**src/verilog/artmr_pkg.sv**
```systemverilog
// Purpose: Shared constants and carriers for the 16-bit auto-reload timer
// Assumes: 32-bit AXI4-Lite register slave, word aligned offsets
// Notes:   16-bit registers sit in bits 15:0, upper bits read as zero
package artmr_pkg;
   localparam int          ADDR_W        = 8;
   localparam logic [7:0]  OFF_CTRL      = 8'h00;
   localparam logic [7:0]  OFF_IRQ_EN    = 8'h04;
   localparam logic [7:0]  OFF_FLAGS     = 8'h08;
   localparam logic [7:0]  OFF_COUNT     = 8'h0c;
   localparam logic [7:0]  OFF_RELOAD    = 8'h10;
   localparam logic [7:0]  OFF_COMPARE   = 8'h14;
   localparam logic [7:0]  OFF_MASK      = 8'h18;
   localparam logic [7:0]  OFF_CAPTURE   = 8'h1c;
   localparam logic [7:0]  OFF_PINS      = 8'h20;
   localparam logic [1:0]  RESP_OKAY     = 2'h0;
   localparam logic [1:0]  RESP_SLVERR   = 2'h2;
   localparam logic [15:0] CNT_ALL_ONES  = 16'hffff;
   localparam logic [15:0] CNT_ZERO      = 16'h0000;
   localparam logic [15:0] CTRL_RESET    = 16'h0000;
   localparam logic [15:0] RELOAD_RESET  = 16'h0000;
   localparam logic [15:0] COMPARE_RESET = 16'h0000;
   localparam logic [15:0] MASK_RESET    = 16'hffff;
   localparam logic [4:0]  IRQ_EN_RESET  = 5'h00;
   localparam logic [3:0]  PSC_DIV4_LAST = 4'h3;
   localparam logic [3:0]  PSC_DIV16_LAST = 4'hf;
   // Irq enable bit positions
   localparam int          IEN_A         = 0;
   localparam int          IEN_B         = 1;
   localparam int          IEN_OVF       = 2;
   localparam int          IEN_CMP       = 3;
   localparam int          IEN_ZERO      = 4;

   typedef enum logic [1:0] {
      PSC_OFF   = 2'b00,
      PSC_DIV1  = 2'b01,
      PSC_DIV4  = 2'b10,
      PSC_DIV16 = 2'b11
   } psc_sel_t;

   typedef enum logic [1:0] {
      RST_SOFT  = 2'b00,
      RST_IN_A  = 2'b01,
      RST_IN_B  = 2'b10,
      RST_NONE  = 2'b11
   } restart_src_t;

   typedef struct packed {
      logic [3:0]   rsvd;
      restart_src_t restart_source_sel;
      logic         input_b_edge_sel;
      logic         input_a_edge_sel;
      logic         pwm_polarity;
      logic         pwm_out_style;
      logic         pwm_out_enable;
      logic         overflow_out_mode;
      logic         run_reset_ctl;
      logic         reload_en;
      psc_sel_t     prescale_sel;
   } ctrl_t;

   typedef struct packed {
      logic zero_match_flag;
      logic compare_match_flag;
      logic overflow_flag;
      logic input_b_overrun_flag;
      logic input_b_event_flag;
      logic input_a_overrun_flag;
      logic input_a_event_flag;
   } flags_t;
endpackage

```
**src/verilog/auto_reload_timer_16bit.sv**
```systemverilog
// Purpose: 16-bit auto-reload down counter with compare, capture, pwm and overflow pins
// Assumes: ref_clk at 10 MHz, sys_rst synchronous active high, AXI4-Lite registers
// Notes:   Capture inputs are asynchronous and pass three flops before use
// What this block does
// - Counter steps via prescaler dividing by 1, 4, 16.
// - Run bit low stops counter, holds zero.
// - Underflow without reload loads all ones.
// - Reload underflow loads reload value; overflow flag set.
// - Reload mode input event reloads the counter.
// - Masked zero and compare matches set flags.
// - Input B captures always; A only without reload.
// - Without reload, counter free runs during captures.
// - Reload mode: start event reloads, later event captures.
// - Set/reset style: zero drives pulse pin to polarity, compare to its inverse.
// - Toggle style inverts pulse pin at compare.
// - Overflow pin set, released when flag cleared.
// - Toggle overflow mode inverts pin each overflow.
// - Input A restart mode: select 01 with reload.
// - In that mode each A edge reloads, flags.
// - A reload with flag still set marks overrun.
// - Input B edge captures counter, sets B flag.
// - B flag still set: overrun, captures blocked.
// - Simultaneous B capture takes value before A reload.
// - Input A edge select: 0 falling, 1 rising.
// - Prescale select 00 off, 01/10/11 divide 1/4/16.
// - Interrupt is OR of event, overflow and match flags ANDed with enables; overrun flags excluded.
// - High byte staged, committed with low byte write.
`timescale 1ns/1ps
module auto_reload_timer_16bit
   import artmr_pkg::*;
(
   input  wire logic              ref_clk,
   input  wire logic              sys_rst,
   input  wire logic [ADDR_W-1:0] s_axi_awaddr,
   input  wire logic              s_axi_awvalid,
   output logic                   s_axi_awready,
   input  wire logic [31:0]       s_axi_wdata,
   input  wire logic [3:0]        s_axi_wstrb,
   input  wire logic              s_axi_wvalid,
   output logic                   s_axi_wready,
   output logic [1:0]             s_axi_bresp,
   output logic                   s_axi_bvalid,
   input  wire logic              s_axi_bready,
   input  wire logic [ADDR_W-1:0] s_axi_araddr,
   input  wire logic              s_axi_arvalid,
   output logic                   s_axi_arready,
   output logic [31:0]            s_axi_rdata,
   output logic [1:0]             s_axi_rresp,
   output logic                   s_axi_rvalid,
   input  wire logic              s_axi_rready,
   input  wire logic              capture_input_a,
   input  wire logic              capture_input_b,
   output logic                   pulse_pin,
   output logic                   overflow_pin,
   output logic                   timer_irq
);
   ctrl_t             ctrl_q;
   flags_t            flags_q, flags_set, flags_clr;
   logic [4:0]        irq_en_q;
   logic [15:0]       cnt_q, cnt_d, reload_q, compare_q, mask_q, capture_q;
   logic [7:0]        stage_q;
   logic [3:0]        psc_q;
   logic              tick, run_prev_q, run_rise, restart, cnt_upd;
   logic              ovf_evt, zero_hit, cmp_hit, cap_b_ok, cap_a_ok;
   logic [1:0]        s1_q, s2_q, s3_q, rise, fall;
   logic              a_edge, b_edge;
   logic              aw_held_q, w_held_q, wr_fire;
   logic [ADDR_W-1:0] awaddr_q;
   logic [31:0]       wdata_q;
   logic [3:0]        wstrb_q;
   logic [15:0]       wr16;
   logic              pulse_q, ovf_pin_q, bvalid_q, rvalid_q;
   logic [1:0]        bresp_q, rresp_q;
   logic [31:0]       rdata_q;

   // Input synchronisers; a change counts when stages two and three differ
   genvar gi;
   generate
      for (gi = 0; gi < 2; gi++) begin : g_sync
         always_ff @(posedge ref_clk) begin
            if (sys_rst) begin
               s1_q[gi] <= 1'b0;
               s2_q[gi] <= 1'b0;
               s3_q[gi] <= 1'b0;
            end else begin
               s1_q[gi] <= gi == 0 ? capture_input_a : capture_input_b;
               s2_q[gi] <= s1_q[gi];
               s3_q[gi] <= s2_q[gi];
            end
         end
         assign rise[gi] = s2_q[gi] & ~s3_q[gi];
         assign fall[gi] = ~s2_q[gi] & s3_q[gi];
      end
   endgenerate

   // Edges only count while running
   assign a_edge = ctrl_q.run_reset_ctl &
                   (ctrl_q.input_a_edge_sel ? rise[0] : fall[0]);
   assign b_edge = ctrl_q.run_reset_ctl & (ctrl_q.input_b_edge_sel ? rise[1] : fall[1]);

   // Prescaler
   always_comb begin
      case (ctrl_q.prescale_sel)
         PSC_OFF:   tick = 1'b0;
         PSC_DIV1:  tick = 1'b1;
         PSC_DIV4:  tick = psc_q[1:0] == PSC_DIV4_LAST[1:0];
         PSC_DIV16: tick = psc_q == PSC_DIV16_LAST;
         default:   tick = 1'b0;
      endcase
   end

   always_ff @(posedge ref_clk) begin
      if (sys_rst || !ctrl_q.run_reset_ctl || ctrl_q.prescale_sel == PSC_OFF) begin
         psc_q <= 4'h0;
      end else begin
         psc_q <= psc_q + 4'h1;
      end
   end

   // Counter
   always_ff @(posedge ref_clk) begin
      if (sys_rst) begin
         run_prev_q <= 1'b0;
      end else begin
         run_prev_q <= ctrl_q.run_reset_ctl;
      end
   end
   assign run_rise = ctrl_q.run_reset_ctl & ~run_prev_q;
   always_comb begin
      restart = 1'b0;
      if (ctrl_q.run_reset_ctl && ctrl_q.reload_en) begin
         case (ctrl_q.restart_source_sel)
            RST_IN_A: restart = a_edge;
            RST_IN_B: restart = b_edge;
            RST_SOFT: restart = run_rise;
            RST_NONE: restart = 1'b0;
            default:  restart = 1'b0;
         endcase
      end
   end

   assign ovf_evt = ctrl_q.run_reset_ctl & ~restart & tick & (cnt_q == CNT_ZERO);
   assign cnt_upd = ctrl_q.run_reset_ctl & (tick | restart);
   always_comb begin
      if (!ctrl_q.run_reset_ctl) begin
         cnt_d = CNT_ZERO;
      end else if (restart) begin
         cnt_d = reload_q;
      end else if (ovf_evt) begin
         cnt_d = ctrl_q.reload_en ? reload_q : CNT_ALL_ONES;
      end else if (tick) begin
         cnt_d = cnt_q - 16'h0001;
      end else begin
         cnt_d = cnt_q;
      end
   end

   always_ff @(posedge ref_clk) begin
      if (sys_rst) begin
         cnt_q <= CNT_ZERO;
      end else begin
         cnt_q <= cnt_d;
      end
   end

   // Matches judged on the value the counter moves to
   assign zero_hit = cnt_upd & ((cnt_d & mask_q) == CNT_ZERO);
   assign cmp_hit  = cnt_upd & ((cnt_d & mask_q) == (compare_q & mask_q));

   // Captures
   assign cap_b_ok = b_edge & ~flags_q.input_b_event_flag & ~flags_q.input_b_overrun_flag;
   assign cap_a_ok = a_edge & ~ctrl_q.reload_en & ~flags_q.input_a_event_flag &
                     ~flags_q.input_a_overrun_flag;

   always_ff @(posedge ref_clk) begin
      if (sys_rst) begin
         capture_q <= CNT_ZERO;
      end else if (cap_b_ok) begin
         capture_q <= cnt_q;
      end
   end

   // Flags: hardware set wins over a software clear in the same cycle
   always_comb begin
      flags_set                      = '0;
      flags_set.input_a_event_flag   = a_edge;
      flags_set.input_a_overrun_flag = a_edge & flags_q.input_a_event_flag;
      flags_set.input_b_event_flag   = b_edge & ~flags_q.input_b_overrun_flag;
      flags_set.input_b_overrun_flag = b_edge & flags_q.input_b_event_flag;
      flags_set.overflow_flag        = ovf_evt;
      flags_set.compare_match_flag   = cmp_hit;
      flags_set.zero_match_flag      = zero_hit;
   end

   always_ff @(posedge ref_clk) begin
      if (sys_rst) begin
         flags_q <= '0;
      end else begin
         flags_q <= (flags_q & ~flags_clr) | flags_set;
      end
   end

   // Pulse pin
   always_ff @(posedge ref_clk) begin
      if (sys_rst) begin
         pulse_q <= 1'b0;
      end else if (!ctrl_q.pwm_out_enable) begin
         pulse_q <= ctrl_q.pwm_polarity;
      end else if (ctrl_q.pwm_out_style) begin
         if (cmp_hit) begin
            pulse_q <= ~pulse_q;
         end
      end else if (zero_hit) begin
         pulse_q <= ctrl_q.pwm_polarity;
      end else if (cmp_hit) begin
         pulse_q <= ~ctrl_q.pwm_polarity;
      end
   end
   assign pulse_pin = pulse_q;

   // Overflow pin
   always_ff @(posedge ref_clk) begin
      if (sys_rst) begin
         ovf_pin_q <= 1'b0;
      end else if (ctrl_q.overflow_out_mode) begin
         if (ovf_evt) begin
            ovf_pin_q <= ~ovf_pin_q;
         end
      end else if (ovf_evt) begin
         ovf_pin_q <= 1'b1;
      end else if (!flags_q.overflow_flag) begin
         ovf_pin_q <= 1'b0;
      end
   end
   assign overflow_pin = ovf_pin_q;

   assign timer_irq = (flags_q.input_a_event_flag & irq_en_q[IEN_A]) |
                      (flags_q.input_b_event_flag & irq_en_q[IEN_B]) |
                      (flags_q.overflow_flag      & irq_en_q[IEN_OVF]) |
                      (flags_q.compare_match_flag & irq_en_q[IEN_CMP]) |
                      (flags_q.zero_match_flag    & irq_en_q[IEN_ZERO]);

   // AXI4-Lite write path: address and data held until both are in
   assign s_axi_awready = ~aw_held_q;
   assign s_axi_wready  = ~w_held_q;
   assign wr_fire       = aw_held_q & w_held_q & ~bvalid_q;

   always_ff @(posedge ref_clk) begin
      if (sys_rst) begin
         aw_held_q <= 1'b0;
         awaddr_q  <= '0;
      end else if (s_axi_awvalid && !aw_held_q) begin
         aw_held_q <= 1'b1;
         awaddr_q  <= s_axi_awaddr;
      end else if (wr_fire) begin
         aw_held_q <= 1'b0;
      end
   end

   always_ff @(posedge ref_clk) begin
      if (sys_rst) begin
         w_held_q <= 1'b0;
         wdata_q  <= '0;
         wstrb_q  <= '0;
      end else if (s_axi_wvalid && !w_held_q) begin
         w_held_q <= 1'b1;
         wdata_q  <= s_axi_wdata;
         wstrb_q  <= s_axi_wstrb;
      end else if (wr_fire) begin
         w_held_q <= 1'b0;
      end
   end

   always_ff @(posedge ref_clk) begin
      if (sys_rst) begin
         bvalid_q <= 1'b0;
         bresp_q  <= RESP_OKAY;
      end else if (wr_fire) begin
         bvalid_q <= 1'b1;
         bresp_q  <= (awaddr_q[ADDR_W-1:2] > OFF_PINS[ADDR_W-1:2] || awaddr_q[1:0] != 2'b00) ?
                     RESP_SLVERR : RESP_OKAY;
      end else if (s_axi_bready) begin
         bvalid_q <= 1'b0;
      end
   end
   assign s_axi_bvalid = bvalid_q;
   assign s_axi_bresp  = bresp_q;
   // Word committed with the low byte, high byte from lane or staging
   assign wr16 = {wstrb_q[1] ? wdata_q[15:8] : stage_q, wdata_q[7:0]};

   always_ff @(posedge ref_clk) begin
      if (sys_rst) begin
         stage_q <= 8'h00;
      end else if (wr_fire && wstrb_q[1]) begin
         stage_q <= wdata_q[15:8];
      end
   end

   always_ff @(posedge ref_clk) begin
      if (sys_rst) begin
         ctrl_q    <= CTRL_RESET;
         compare_q <= COMPARE_RESET;
         mask_q    <= MASK_RESET;
         irq_en_q  <= IRQ_EN_RESET;
      end else if (wr_fire && wstrb_q[0]) begin
         case (awaddr_q)
            OFF_CTRL:    ctrl_q    <= {4'h0, wr16[11:0]};
            OFF_COMPARE: compare_q <= wr16;
            OFF_MASK:    mask_q    <= wr16;
            OFF_IRQ_EN:  irq_en_q  <= wdata_q[4:0];
            default:     ;
         endcase
      end
   end

   // Capture beats a software write in the same cycle
   always_ff @(posedge ref_clk) begin
      if (sys_rst) begin
         reload_q <= RELOAD_RESET;
      end else if (cap_a_ok) begin
         reload_q <= cnt_q;
      end else if (wr_fire && wstrb_q[0] && awaddr_q == OFF_RELOAD) begin
         reload_q <= wr16;
      end
   end

   assign flags_clr = (wr_fire && wstrb_q[0] && awaddr_q == OFF_FLAGS) ?
                      wdata_q[6:0] : '0;
   // AXI4-Lite read path, one cycle latency
   assign s_axi_arready = ~rvalid_q;
   always_ff @(posedge ref_clk) begin
      if (sys_rst) begin
         rvalid_q <= 1'b0;
         rdata_q  <= '0;
         rresp_q  <= RESP_OKAY;
      end else if (s_axi_arvalid && !rvalid_q) begin
         rvalid_q <= 1'b1;
         rresp_q  <= RESP_OKAY;
         case (s_axi_araddr)
            OFF_CTRL:    rdata_q <= {16'h0000, ctrl_q};
            OFF_IRQ_EN:  rdata_q <= {27'h0, irq_en_q};
            OFF_FLAGS:   rdata_q <= {25'h0, flags_q};
            OFF_COUNT:   rdata_q <= {16'h0000, cnt_q};
            OFF_RELOAD:  rdata_q <= {16'h0000, reload_q};
            OFF_COMPARE: rdata_q <= {16'h0000, compare_q};
            OFF_MASK:    rdata_q <= {16'h0000, mask_q};
            OFF_CAPTURE: rdata_q <= {16'h0000, capture_q};
            OFF_PINS:    rdata_q <= {29'h0, timer_irq, overflow_pin, pulse_pin};
            default: begin
               rdata_q <= '0;
               rresp_q <= RESP_SLVERR;
            end
         endcase
      end else if (s_axi_rready) begin
         rvalid_q <= 1'b0;
      end
   end
   assign s_axi_rvalid = rvalid_q;
   assign s_axi_rdata  = rdata_q;
   assign s_axi_rresp  = rresp_q;
endmodule

```
**config.mk**
```make
export PLATFORM = sky130hd
export DESIGN_NAME = auto_reload_timer_16bit
export DESIGN_NICKNAME = d
export VERILOG_FILES = /design/src/verilog/artmr_pkg.sv /design/src/verilog/auto_reload_timer_16bit.sv
export SDC_FILE = /design/constraint.sdc
export NUM_CORES = 1
export LEC_CHECK = 0
export BUFFER_PORTS_ARGS = -buffer_cell sky130_fd_sc_hd__buf_2
export CAP_MARGIN = 10
export CORE_MARGIN = 1.5
export CORE_UTILIZATION = 30
export DETAILED_ROUTE_END_ITERATION = 8
export GPL_TIMING_DRIVEN = 0
export PLACE_DENSITY = 0.49
export SYNTH_ARGS = -nofsm -noshare
export SYNTH_HDL_FRONTEND = slang
export SYNTH_SLANG_ARGS = --single-unit
```
**constraint.sdc**
```tcl
create_clock -name ref_clk -period 4.8 [get_ports ref_clk]
set_input_delay 0.48 -clock ref_clk [delete_from_list [all_inputs] [get_ports ref_clk]]
set_output_delay 0.48 -clock ref_clk [all_outputs]
set_load 0.1 [all_outputs]
```
Yosys cells after proc, flatten, opt, wreduce, memory -nomap -nowiden
Cells that the tools add are included.

word-level totals
  register bits = 191
  input bits = 61
  word-level logic and storage cells = 196

cells by class
  add/subtract/negate cells = 2
  order comparisons = 1
  equality and inequality tests = 26
  mux-type cells = 33
  bitwise gates (word level) = 56
  reductions and logical operators = 34

operators by type and width
  operator               number
  $pmux 16 s9            1
  $mux 16                7
  $eq 8x5->1 const B     7
  $and 16x16->16         2
  $logic_not 16->1       2
  $and 1x1->1            28
  $eq 8x4->1 const B     3
  $mux 1                 19
  $not 1->1              18
  $eq 16x16->1           1
  $eq 8x3->1 const B     2
  $logic_not 8->1        2
  $sub 16x1->16 const B  1
  $reduce_and 2->1       6
  $reduce_bool 2->1      6
  $eq 2x2->1 const B     5
  $reduce_or 9->1        1
  $eq 8x6->1 const B     1
  $logic_and 1x1->1      8
  $mux 8                 1
  $pmux 1 s4             2
  $and 7x7->7            1
  $mux 7                 1
  $not 7->7              1
  other kinds (13)       26

Longest topological paths before layout
  depth after elaboration = 20
  mapped depth = 13
  gate-level depth less buffers = 12

Worst setup path after synthesis
Ideal clock, no wire load.

  path type = flip-flop to flip-flop
  from = register cnt_q[2]
  to = register pulse_q, in the netlist pulse_pin
  setup time = 115 ps
  arrival time = 3088 ps
  data required time = 4685 ps
  setup slack = 1597 ps
  cell stages (with the launch flop) = 12
  path buffers = 1
  period minus slack after synthesis = 3203 ps
  path through = dfxtp_1 -> buf_6 -> or4_4 -> or3_4 -> or4_1 -> nand4_1 -> o211a_1 -> o2111ai_1 -> a2111oi_2 -> nand4_1 -> mux2_1 -> o21a_1

between the ends
  longest elaborated chain between the ends = 11

ends and longest elaborated chain
  item                                                      line                                                            source
  start, declared                                           auto_reload_timer_16bit.sv:60                                   logic [15:0] cnt_q, cnt_d, reload_q, compare_q, mask_q, capture_q;
  start signal, assigned                                    auto_reload_timer_16bit.sv:162                                  cnt_q <= cnt_d;
  $sub 16x1->16 / $logic_not 16->1 (equally long branches)  auto_reload_timer_16bit.sv:152, auto_reload_timer_16bit.sv:142
  $mux 16 / $and 1x1->1 (equally long branches)             auto_reload_timer_16bit.sv:151, auto_reload_timer_16bit.sv:142
  $mux 16 *                                                 auto_reload_timer_16bit.sv:149                                  end else if (ovf_evt) begin
  $mux 16 *                                                 auto_reload_timer_16bit.sv:147                                  end else if (restart) begin
  $mux 16 *                                                 auto_reload_timer_16bit.sv:145                                  if (!ctrl_q.run_reset_ctl) begin
  $and 16x16->16 *                                          auto_reload_timer_16bit.sv:167, auto_reload_timer_16bit.sv:168
  $logic_not 16->1                                          auto_reload_timer_16bit.sv:167                                  assign zero_hit = cnt_upd & ((cnt_d & mask_q) == CNT_ZERO);
  $and 1x1->1                                               auto_reload_timer_16bit.sv:167
  $mux 1                                                    auto_reload_timer_16bit.sv:213                                  end else if (zero_hit) begin
  $mux 1                                                    auto_reload_timer_16bit.sv:209                                  end else if (ctrl_q.pwm_out_style) begin
  $mux 1                                                    auto_reload_timer_16bit.sv:207                                  end else if (!ctrl_q.pwm_out_enable) begin
  end signal, assigned                                      auto_reload_timer_16bit.sv:208                                  pulse_q <= ctrl_q.pwm_polarity;
  end signal, assigned                                      auto_reload_timer_16bit.sv:211                                  pulse_q <= ~pulse_q;
  end signal, assigned                                      auto_reload_timer_16bit.sv:214                                  pulse_q <= ctrl_q.pwm_polarity;
  end, declared                                             auto_reload_timer_16bit.sv:72                                   logic pulse_q, ovf_pin_q, bvalid_q, rvalid_q;

Every way passes the cells marked *; elsewhere a longest branch is shown, timed or not.
A chain may end at the register's enable or synchronous reset.

Worst setup path after layout
  from = register ctrl_q[3] (netlist name)
  to = register capture_q[14]

between the ends
  longest elaborated chain between the ends = 3

ends and longest elaborated chain
  item                       line                            source
  start, declared            auto_reload_timer_16bit.sv:57   ctrl_t ctrl_q;
  start signal, assigned     auto_reload_timer_16bit.sv:307  OFF_CTRL: ctrl_q <= {4'h0, wr16[11:0]};
  $and 1x1->1                auto_reload_timer_16bit.sv:99   assign b_edge = ctrl_q.run_reset_ctl & (ctrl_q.input_b_edge_sel ? rise[1] : fall[1]);
  $and 1x1->1 (2 in series)  auto_reload_timer_16bit.sv:171  assign cap_b_ok = b_edge & ~flags_q.input_b_event_flag & ~flags_q.input_b_overrun_flag;
  end signal, assigned       auto_reload_timer_16bit.sv:179  capture_q <= cnt_q;
  end, declared              auto_reload_timer_16bit.sv:60

Every way passes these cells.

==> metrics <==
status=finished, final reports clean; Power Density=321 mW/mm2; Final Cycle Share=0.849; RSZ-0062 raised after global routing=no; Post-synth EDFFs=0; FMAX=0.245 GHz; drt first-iter violations=966; slew of the pin with the lowest slew margin=0.965 ns; Worst-path clk slew=0.07 ns; number of top-level pins=105; FFs w/ async S/R, synth=0; Core Area=0.0268 mm2; YS warnings=0; Critical Path Most Common Cell=clkbuf_1; number of global-route vias before repair=6,997; most frequent cells in the layout=dfxtp_1, nor2_1, nand2_1; fin crit period=4.07 ns; final setup fails=0; static leakage=3.35 nW; largest net degree at the start of global routing=18; Placed Area=0.00900 mm2; clk_lat worst skew=0.44 ns; HPWL after DPL=22,200 um; crit-path cells=clkbuf_1 -> clkbuf_1 -> clkbuf_1 -> nand2_1 -> nor3_1 -> buf_2 -> clkbuf_1 -> mux2i_1 -> nor2_1; CTS sink cnt=173; crit start category=register; Starting Density=0.303; CP max FO=10; Vias=7,670; post-route ant nets=0; Total GRT Usage=0.212; DP Worst Slack=0.835 ns; Mapped Cells=942; most common cell after layout, fill and taps aside=dfxtp_1; first-pass GRT wire length=44,500 um; cts hold-fix bufs=0; Die ar.=0.0281 mm2; Worst Skew=0.0133 ns; fin worst setup slack=0.726 ns; die height=168 um; final-stage net count=1,114; Crit Path Category=reg2reg; flip-flop and latch count after synthesis=173; Hold Fails Final Rpt=0; Worst setup EP type=register; Std-Cell Rows=60; H-tree depth=4; initial antenna violation count=1; worst min-delay path class=in2reg; final wirelength=29,500 um; layout cell share with drive strength beyond 1=0.143; max incr delay on CP=0.74 ns; CTS max path bufs=2; crit path DAT=4.35 ns; final slew viol count=0; Avg WL per Cell=21.0 um; Worst Path Required=5.08 ns; Resize count post-CTS=0; total congestion overflow=0; non-filler instance count after layout=1,404; sequential share of the synthesized area=0.426; Remaining DRCs=0; routed vias/inst=5.46; gp weighted congestion=0.936; Post-Route Setup TNS=0 ns; antenna fix cells=0; CTS Buf Count=17; synth-to-layout area growth=17.6%; Synth Cell Area=0.00813 mm2; Placed Cells incl. Taps=1,372; Post-Layout Inst Area=0.00956 mm2; Peak VDD IR=187 uV; relative slew slack=0.357; Synth Flop Type=dfxtp_1; clk root buf=clkbuf_16; slowest CP cell=clkbuf_1; Netlist cell types=70; drt first pass iters=6; TritonCTS clock tree=done; post-CTS setup buffers=0; IO Port Bufs=67; # fillers=2,848; Die X=168 um; max cap viols=0; syn avg cell area=8.63 um2
cells in the mapped netlist (all sizes together), types with 4 or more instances:
library cell,n,share of area
a211o,18,0.019
a211oi,23,0.021
a21oi,75,0.047
a222oi,24,0.030
a22oi,17,0.016
a31o,4,0.0043
a31oi,9,0.0077
and2,5,0.0038
buf,25,0.021
clkbuf,54,0.025
dfxtp,173,0.43
inv,22,0.010
mux2i,62,0.076
nand2,103,0.048
nand3,6,0.0037
nand4,12,0.0092
nor2,134,0.062
nor2b,17,0.013
nor3,15,0.0092
nor4,17,0.016
o2111ai,7,0.0075
o211ai,12,0.011
o21a,4,0.0037
o221a,6,0.0083
o311ai,4,0.0052
o31ai,6,0.0055
or2,4,0.0031
or3,5,0.0045
or4,12,0.012
xnor2,6,0.0065
xor2,9,0.0097
power breakdown:
part	switching [mW]	internal [mW]
logic	0.177	0.0540
registers	0.0210	1.45
clock network	0.661	0.698
total	0.859	2.21
worst max-delay path, delay by kind of cell (launching register included):
family	cells	cell delay [ns]
simple gates	3	0.66
mux	1	0.27
flops	1	0.34
buf+inv	5	2.64
path summary, 6_finish.rpt:
kind                            cells after the start  slack [ns]         start             to
worst min-delay path                                2        0.24  s_axi_rready   s_axi_rvalid
worst max-delay path                                9        0.73     ctrl_q[3]  capture_q[14]
worst max register to register                      9        0.73     ctrl_q[3]  capture_q[14]
worst min register to register                      1        0.44       s1_q[0]        s2_q[0]
cell families after synthesis:
| group | count (synthesis) | share of synthesized area |
|---|---|---|
| other cells | 1 | 0.000461 |
| flops | 173 | 0.426 |
| simple gates | 349 | 0.204 |
| compound gates | 236 | 0.214 |
| mux | 64 | 0.0791 |
| xor+xnor | 15 | 0.0162 |
| fa+ha+maj | 3 | 0.00462 |
| buf+inv | 101 | 0.0565 |
area by class of cell:
class | instances | area [um2] | area share
buffer | 79 | 377 | 0.0394
clock buffer | 19 | 443 | 0.0463
clock inverter | 13 | 120 | 0.0126
inverter | 22 | 82.6 | 0.00864
multi-input combinational | 685 | 4290 | 0.448
sequential | 173 | 3460 | 0.362
tap | 341 | 427 | 0.0446
timing repair buffer | 72 | 365 | 0.0382
metal layers:
layer	up-vias	wire length, um	GRT usage
li1	3654	-	-
met4	0	763	0.0670
met2	371	12400	0.312
met1	3601	13500	0.297
met5	-	0	0
met3	44	2840	0.0591
registers in the layout (all words and copies together), names as in the netlist, 2 cells and up:
register,flops
capture_q,16
cnt_q,16
compare_q,16
mask_q,16
reload_q,16
s_axi_rdata,16
wdata_q,16
ctrl_q,12
awaddr_q,8
stage_q,8
flags_q,7
irq_en_q,5
psc_q,4
s1_q,2
s2_q,2
s3_q,2
wstrb_q,2
per-stage QoR:
stage	hold WS (ns)	total power [mW]	utilization
3_5_place_dp	0.434	1.74	0.336
3_3_place_gp	0.422	1.74	0.334
2_1_floorplan	0.414	1.68	-
4_1_cts	0.219	3.09	0.357
5_1_grt	0.224	3.17	0.357
6_report	0.238	3.07	0.357
No activity file was read; power rests on OpenSTA's default activity.
